$ cat src/design/cfr_defs.vh
// Purpose: constants for the channel one configuration register group
// Assumes: byte-wide registers, byte addresses
// Notes:   definitions only
`ifndef CFR_DEFS_VH
`define CFR_DEFS_VH
`define CFR_OFF_INPUT_CONFIG   8'h3c
`define CFR_OFF_GAIN_CTRL      8'h3d
`define CFR_OFF_DIGITAL_VOLUME 8'h3e
`define CFR_OFF_GAIN_TRIM      8'h3f
`define CFR_RST_INPUT_CONFIG   8'h00
`define CFR_RST_GAIN_CTRL      8'h00
`define CFR_RST_DIGITAL_VOLUME 8'hc9
`define CFR_RST_GAIN_TRIM      8'h80
`define CFR_MASK_INPUT_CONFIG  8'hfd
`define CFR_MASK_GAIN_CTRL     8'hfc
`define CFR_MASK_GAIN_TRIM     8'hf0
`define CFR_SRC_ANA_DIFF       2'h0
`define CFR_SRC_ANA_SINGLE     2'h1
`define CFR_SRC_PDM            2'h2
`define CFR_IMP_RESERVED       2'h3
`define CFR_SRC_RESERVED       2'h3
`define CFR_GAIN_MAX           6'h2a
`define CFR_VOL_MUTE           8'h00
`define CFR_BIT_INPUT_KIND     7
`define CFR_SRC_MSB            6
`define CFR_SRC_LSB            5
`define CFR_BIT_COUPLING       4
`define CFR_IMP_MSB            3
`define CFR_IMP_LSB            2
`define CFR_BIT_RANGE_GAIN     0
`define CFR_GAIN_MSB           7
`define CFR_GAIN_LSB           2
`define CFR_TRIM_MSB           7
`define CFR_TRIM_LSB           4
`define CFR_RST_VOL_HALF_DB    9'h0c8
`define CFR_RST_TRIM_CODE      4'h8
`define CFR_RST_TRIM_TENTH_DB  5'h08
`endif

$ cat src/design/cfr_channel_one_config.v
// Purpose: channel one configuration register group of a multichannel converter
// Assumes: host writes through the device control port as byte accesses, one clock
// Notes:   decoded fields are driven straight from flip-flops
// Contract
// - Bit 7 of input config picks microphone (0) or line (1) input.
// - Bits 6-5 pick differential, single-ended or pulse-density source; 3 reserved.
// - Bit 4 picks AC or DC coupling; meaningless for digital microphone.
// - Bits 3-2 pick 2.5, 10 or 20 kilo-ohm impedance; code 3 reserved.
// - Bit 0 enables range enhancer or gain loop chosen by mode register bit 3.
// - Gain bits 7-2 give gain in dB equal to code, 0 to 42.
// - Volume code zero mutes the channel.
// - Volume code 1 is -100 dB, 201 is 0 dB, 255 is 27 dB.
// - Volume resets to c9, unity gain.
// - Trim register holds upper-nibble code resetting to 8; lower nibble zero.
// - Trim code steps 0.1 dB: 0 is -0.8, 8 is 0, 15 is +0.7.
`timescale 1ns/1ps
`default_nettype none
`include "cfr_defs.vh"
module cfr_channel_one_config (
  input  wire       MCLK,
  input  wire       RST,
  input  wire       WR_EN,
  input  wire       RD_EN,
  input  wire [7:0] ADDR,
  input  wire [7:0] WDATA,
  input  wire       RANGE_GAIN_MODE_SEL,
  output reg  [7:0] RDATA,
  output reg        CH1_INPUT_KIND,
  output reg  [1:0] CH1_SOURCE_SELECT,
  output reg        CH1_COUPLING_SELECT,
  output reg  [1:0] CH1_IMPEDANCE_SELECT,
  output reg        CH1_RANGE_GAIN_ENABLE,
  output reg        RANGE_ENHANCER_EN,
  output reg        AUTOMATIC_GAIN_LOOP_EN,
  output reg  [5:0] CH1_ANALOG_GAIN,
  output reg  [7:0] CH1_VOLUME,
  output reg        CH1_MUTE,
  output reg  [8:0] CH1_VOLUME_HALF_DB,
  output reg  [3:0] CH1_ANALOG_GAIN_TRIM_CODE,
  output reg  [4:0] CH1_TRIM_TENTH_DB,
  output reg        CH1_CONFIG_RESERVED
);

  reg  [7:0] input_config_reg;
  reg  [7:0] gain_ctrl_reg;
  reg  [7:0] volume_reg;
  reg  [7:0] trim_reg;
  reg  [7:0] rdata_next;
  reg        mode_meta_reg;
  reg        mode_sync_reg;
  wire [1:0] source_code;
  wire [1:0] imp_code;
  wire [5:0] gain_code;
  wire [3:0] trim_code;

  // Field slices shared by several decodes
  assign source_code = input_config_reg[`CFR_SRC_MSB:`CFR_SRC_LSB];
  assign imp_code    = input_config_reg[`CFR_IMP_MSB:`CFR_IMP_LSB];
  assign gain_code   = gain_ctrl_reg[`CFR_GAIN_MSB:`CFR_GAIN_LSB];
  assign trim_code   = trim_reg[`CFR_TRIM_MSB:`CFR_TRIM_LSB];

  // Mode select comes from another block, treated as asynchronous
  always @(posedge MCLK or posedge RST)
  begin
    if (RST)
    begin
      mode_meta_reg <= 1'b0;
      mode_sync_reg <= 1'b0;
    end
    else
    begin
      mode_meta_reg <= RANGE_GAIN_MODE_SEL;
      mode_sync_reg <= mode_meta_reg;
    end
  end

  // Register writes
  always @(posedge MCLK or posedge RST)
  begin
    if (RST)
    begin
      input_config_reg <= `CFR_RST_INPUT_CONFIG;
      gain_ctrl_reg    <= `CFR_RST_GAIN_CTRL;
      volume_reg       <= `CFR_RST_DIGITAL_VOLUME;
      trim_reg         <= `CFR_RST_GAIN_TRIM;
    end
    else if (WR_EN)
    begin
      if (ADDR == `CFR_OFF_INPUT_CONFIG)
        input_config_reg <= WDATA & `CFR_MASK_INPUT_CONFIG;
      else if (ADDR == `CFR_OFF_GAIN_CTRL)
        gain_ctrl_reg <= WDATA & `CFR_MASK_GAIN_CTRL;
      else if (ADDR == `CFR_OFF_DIGITAL_VOLUME)
        volume_reg <= WDATA;
      else if (ADDR == `CFR_OFF_GAIN_TRIM)
        trim_reg <= WDATA & `CFR_MASK_GAIN_TRIM;
    end
  end

  // Read mux; unmapped addresses read zero
  always @*
  begin
    rdata_next = 8'h00;
    if (ADDR == `CFR_OFF_INPUT_CONFIG)
      rdata_next = input_config_reg;
    else if (ADDR == `CFR_OFF_GAIN_CTRL)
      rdata_next = gain_ctrl_reg;
    else if (ADDR == `CFR_OFF_DIGITAL_VOLUME)
      rdata_next = volume_reg;
    else if (ADDR == `CFR_OFF_GAIN_TRIM)
      rdata_next = trim_reg;
  end

  // Gain codes above the top step are reserved
  function gain_reserved;
    input [5:0] code;
    begin
      gain_reserved = (code > `CFR_GAIN_MAX);
    end
  endfunction

  // Reserved gain codes hold the top step rather than wrap
  function [5:0] gain_clamp;
    input [5:0] code;
    begin
      if (gain_reserved(code))
        gain_clamp = `CFR_GAIN_MAX;
      else
        gain_clamp = code;
    end
  endfunction

  // Volume code to half-dB steps above -100 dB; only 8 bits ever needed
  function [8:0] vol_half_db;
    input [7:0] code;
    begin
      if (code == `CFR_VOL_MUTE)
        vol_half_db = 9'h000;
      else
        vol_half_db = {1'b0, code} - 9'h001;
    end
  endfunction

  // Read data is registered and returns to zero between reads
  always @(posedge MCLK or posedge RST)
  begin
    if (RST)
      RDATA <= 8'h00;
    else if (RD_EN)
      RDATA <= rdata_next;
    else
      RDATA <= 8'h00;
  end

  // Input config decodes, registered so the analog side sees clean levels
  always @(posedge MCLK or posedge RST)
  begin
    if (RST)
    begin
      CH1_INPUT_KIND        <= 1'b0;
      CH1_SOURCE_SELECT     <= `CFR_SRC_ANA_DIFF;
      CH1_COUPLING_SELECT   <= 1'b0;
      CH1_IMPEDANCE_SELECT  <= 2'h0;
      CH1_RANGE_GAIN_ENABLE <= 1'b0;
    end
    else
    begin
      CH1_INPUT_KIND        <= input_config_reg[`CFR_BIT_INPUT_KIND];
      CH1_SOURCE_SELECT     <= source_code;
      // coupling, forced AC for digital source
      CH1_COUPLING_SELECT   <= input_config_reg[`CFR_BIT_COUPLING] &&
                               (source_code != `CFR_SRC_PDM);
      CH1_IMPEDANCE_SELECT  <= imp_code;
      CH1_RANGE_GAIN_ENABLE <= input_config_reg[`CFR_BIT_RANGE_GAIN];
    end
  end

  // Mode bit arrives late through the synchroniser; enables lag by three edges
  always @(posedge MCLK or posedge RST)
  begin
    if (RST)
    begin
      RANGE_ENHANCER_EN      <= 1'b0;
      AUTOMATIC_GAIN_LOOP_EN <= 1'b0;
    end
    else
    begin
      RANGE_ENHANCER_EN      <= input_config_reg[`CFR_BIT_RANGE_GAIN] && !mode_sync_reg;
      AUTOMATIC_GAIN_LOOP_EN <= input_config_reg[`CFR_BIT_RANGE_GAIN] && mode_sync_reg;
    end
  end

  // Gain and volume decodes
  always @(posedge MCLK or posedge RST)
  begin
    if (RST)
    begin
      CH1_ANALOG_GAIN    <= 6'h00;
      CH1_VOLUME         <= `CFR_RST_DIGITAL_VOLUME;
      CH1_MUTE           <= 1'b0;
      CH1_VOLUME_HALF_DB <= `CFR_RST_VOL_HALF_DB;
    end
    else
    begin
      // gain in dB, reserved codes clamp to top
      CH1_ANALOG_GAIN    <= gain_clamp(gain_code);
      CH1_VOLUME         <= volume_reg;
      CH1_MUTE           <= (volume_reg == `CFR_VOL_MUTE);
      CH1_VOLUME_HALF_DB <= vol_half_db(volume_reg);
    end
  end

  // Trim decodes
  always @(posedge MCLK or posedge RST)
  begin
    if (RST)
    begin
      CH1_ANALOG_GAIN_TRIM_CODE <= `CFR_RST_TRIM_CODE;
      CH1_TRIM_TENTH_DB  <= `CFR_RST_TRIM_TENTH_DB;
    end
    else
    begin
      CH1_ANALOG_GAIN_TRIM_CODE <= trim_code;
      // trim in tenth dB above -0.8 dB
      CH1_TRIM_TENTH_DB  <= {1'b0, trim_code};
    end
  end

  // Reserved source and impedance codes are kept as written, reserved gain codes clamp; all are flagged so firmware can spot them
  always @(posedge MCLK or posedge RST)
  begin
    if (RST)
      CH1_CONFIG_RESERVED <= 1'b0;
    else
      CH1_CONFIG_RESERVED <= (source_code == `CFR_SRC_RESERVED) ||
                             (imp_code == `CFR_IMP_RESERVED) ||
                             gain_reserved(gain_code);
  end

endmodule
`default_nettype wire

$ cat config.mk
export PLATFORM = sky130hd
export DESIGN_NAME = cfr_channel_one_config
export DESIGN_NICKNAME = d
export VERILOG_FILES = /design/src/design/cfr_channel_one_config.v
export VERILOG_INCLUDE_DIRS = /design/src /design/src/design
export SDC_FILE = /design/constraint.sdc
export NUM_CORES = 1
export LEC_CHECK = 0
export BUFFER_PORTS_ARGS = -buffer_cell sky130_fd_sc_hd__buf_2
export CAP_MARGIN = 30
export CORE_UTILIZATION = 30
export DETAILED_ROUTE_END_ITERATION = 8
export PLACE_DENSITY = 0.62
export SLEW_MARGIN = 10
export SYNTH_ARGS = -nofsm -noshare
export SYNTH_HDL_FRONTEND = slang
export SYNTH_SLANG_ARGS = --single-unit
$ cat constraint.sdc
create_clock -name MCLK -period 2.91 [get_ports MCLK]
set_clock_uncertainty 0.2 [all_clocks]
set_input_delay 0.1455 -clock MCLK [delete_from_list [all_inputs] [get_ports MCLK]]
set_output_delay 0.1455 -clock MCLK [all_outputs]
set_load 0.02 [all_outputs]
==> flow_summary_export.csv <==
group,metric,value,unit
clock_network,postCtsHoldBufs,10,
timing,hold_ws,20.86,ps
timing,timing.final.max_slew_violations,0,
clock_network,cts_setup_buffers,0,
drt,vias_per_cell,4.653,
drt,wl_per_cell,15.98,um
global_route,antenna_found_initial,0,
die,core,0.008891,mm2
global_route,grtUsageMet2,20.04,%
worst_setup_path,cp_cell_sequence,"or4_4 -> nor4_1 -> mux2_2",
worst_setup_path,setup.worst_path.end_class,"flop",
worst_setup_path,startpoint,"volume_reg[5]",
power,p_sw,555.0,uW
global_route,grt_max_degree,74,
die,initial_utilization,31.54,%
power,pwr-share-clk,40.8,%
power,peakVddDrop,0.1972,mV
placed_design,place_congestion,0.7269,
clock_network,cts-root-buf,"clkbuf_8",
worst_setup_path,max_stage_delay,610,ps
clock_network,clk_path_buf_depth,2,
worst_setup_path,cp_data_required_time,2980,ps
clock_network,cts_made_buffers,9,
global_route,grt_pass1_vias,1810,
drt,drt-initial-drc-count,39,
timing,tns,0,ps
run_status,status,"complete, no violations",
drt,drc_errors,0,
global_route,grt_first_pass_wirelength,9.867,mm
power,p_int,1785,uW
synth,synth.distinct_cells,39,
die,num_io_pins,72,
timing,max_slew_margin,52.86,%
timing,rsz0062_at_grt,"no",
drt,first_pass_iters,4,
placed_design,pre_cts_slack,909.6,ps
global_route,use_met3,5.106,%
placed_design,postPlaceCellArea,0.003241,mm2
power,seq_power_share,48.1,%
placed_design,hpwlAfterDp,4.162,mm
timing,finalSetupViolations,0,
timing,setup_ws,990.2,ps
worst_setup_path,critical_path_class,"reg2reg",
power,switching_share,23.71,%
finish,fin_area,0.003585,mm2
power,power_density,652.9,mW/mm2
synth,syn-cell-area,0.002804,mm2
clock_network,cts_sinks,73,
hold_path,hold_start,"ADDR[0]",
synth,avgSynthCellArea,15.41,um2
global_route,met1_usage,18.67,%
power,p_leak,0.001898,uW
clock_network,clock_latency,340,ps
worst_setup_path,startpoint_type,"flop",
clock_network,htreeDepth,3,
timing,tightestPinTransition,701.7,ps
drt,via_count,1754,
worst_setup_path,cp.arrival,1990,ps
hold_path,hold_path_class,"in2reg",
flow_run,drv_cap,0,
worst_setup_path,cp_slowest_cell,"or4_4",
finish,layout_commonest_cell,"buf_2",
die,dieArea,0.009737,mm2
finish,final_nets,286,
finish,antennaDiodeCount,0,
drt,detail-route-antenna-nets,0,
timing,hold_viol_final,0,
synth,synth_cells,182,
placed_design,io_buffers,70,
global_route,overflow,0,
finish,final_cell_mix,"70 x buf_2, 60 x dfrtp_1, 20 x mux2_2, 13 x dfstp_2",
timing,fin_crit_sh,65.97,%
timing,fmax,0.5209,GHz
finish,layout-drive-gt1-share,50.93,%
worst_setup_path,reg2reg_from,"volume_reg[5]",
synth,yosysWarnings,0,
worst_setup_path,cp_max_fo,7,
global_route,busiest_layer,"met2",
finish,largest_reg_flops,9,
finish,fin_cells,377,
drt,drt-total-wl,6.026,mm
finish,synthToLayoutAreaGrowth,27.84,%
timing,final.min_clock_period,1920,ps
clock_network,path_clk_slew,70,ps
die,die_w,98.68,um
die,die_y,98.68,um
die,num_rows,34,
placed_design,placed_cells_incl_taps,351,
power,comb_power_share,11.1,%
synth,synth-seq-area-share,65.73,%
synth,ys_ff_latch,73,
worst_setup_path,reg2reg_slack,990,ps
clock_network,cts_tree,"yes",
finish,regMostFlops,"CH1_VOLUME_HALF_DB",
clock_network,cts_resized,0,
global_route,track_usage,13.87,%
through the flow:
step / power, uW / utilization [%]
5_1_grt: 2442 / 40.32
2_1_floorplan: 1304 / -
3_5_place_dp: 1399 / 36.45
3_3_place_gp: 1393 / 36.45
6_report: 2340 / 40.32
4_1_cts: 2370 / 40.32
worst max-delay path, delay by kind of cell (launching register included):
kind / cells / cell delay [ps]
muxes: 1 / 370
DFF: 1 / 470
and+or+nand+nor: 2 / 820
worst paths after layout:
path | cells after the start | end
setup / recovery | 3 | CH1_VOLUME_HALF_DB[7]
hold / removal | 2 | RDATA[0]
setup reg to reg | 3 | CH1_VOLUME_HALF_DB[7]
hold reg to reg | 0 | mode_sync_reg
max in group asynchronous | 4 | CH1_VOLUME[7]
min in group asynchronous | 4 | CH1_VOLUME_HALF_DB[2]
cell usage after synthesis:
| cell | count | area [um2] |
|---|---|---|
| o31ai_1 | 1 | 7.510 |
| buf_2 | 1 | 5.000 |
| and2_1 | 1 | 6.260 |
| mux2_2 | 20 | 225.2 |
| xnor2_1 | 1 | 8.760 |
| o311ai_0 | 1 | 8.760 |
| nor4_2 | 1 | 12.51 |
| conb_1 | 1 | 3.750 |
| nand2b_1 | 1 | 6.260 |
| a22o_1 | 2 | 17.52 |
| mux4_2 | 4 | 90.09 |
| or4_4 | 1 | 11.26 |
| clkbuf_1 | 3 | 11.26 |
| buf_4 | 6 | 45.04 |
| ha_1 | 1 | 12.51 |
| inv_1 | 7 | 26.28 |
| dfstp_2 | 13 | 341.6 |
| nand3_1 | 1 | 5.000 |
| a2bb2oi_1 | 2 | 17.52 |
| or4_1 | 1 | 7.510 |
| nand2_1 | 2 | 7.510 |
| nor2b_1 | 3 | 18.77 |
| nor3_1 | 5 | 25.02 |
| or3_1 | 2 | 12.51 |
| nor4_4 | 1 | 21.27 |
| mux2i_1 | 3 | 30.03 |
| a21oi_1 | 1 | 5.000 |
| dfrtp_1 | 60 | 1501 |
| a21boi_0 | 3 | 22.52 |
| mux2_4 | 7 | 105.1 |
| o21ai_0 | 2 | 10.01 |
| nor2_1 | 8 | 30.03 |
| a21o_1 | 5 | 37.54 |
| nor3b_2 | 1 | 12.51 |
| and3_1 | 5 | 31.28 |
| nor4_1 | 2 | 12.51 |
| nand4bb_4 | 1 | 27.53 |
| and4bb_2 | 1 | 12.51 |
| buf_6 | 1 | 11.26 |
metal layers:
layer / vias up / share of wire (%)
met5: - / 0
met4: 0 / 2.0
met3: 11 / 5.9
met2: 50 / 47
met1: 890 / 45
li1: 803 / -
power groups by stage:
stage / Clock [uW] / Combinational [uW] / Sequential [uW]
after detailed placement: 0 / 254 / 1140
after CTS: 979 / 265 / 1130
final: 956 / 260 / 1120
after floorplan: 0 / 116 / 1190
after global placement: 0 / 250 / 1140
after global routing: 1020 / 284 / 1130
layout make-up:
cell class	count	area (um2)
inverter	7	26.28
clock inverter	5	102.6
clock buffer	11	141.4
multi-input combinational	92	865.8
fill	854	5306
tap	108	135.1
sequential	73	1843
timing repair buffer	81	470.5
cell families (layout without fill, tap and decap cells):
family | Yosys count | after routing | synth area share (%)
buf+inv | 18 | 104 | 3.525
xor+xnor | 1 | 1 | 0.3124
other cells | 1 | 2 | 0.1337
simple gates | 37 | 37 | 9.282
fa+ha+maj | 1 | 1 | 0.4462
mux | 34 | 34 | 16.06
flops | 73 | 73 | 65.73
compound gates | 17 | 17 | 4.507
(Power assumes the default switching activity.)
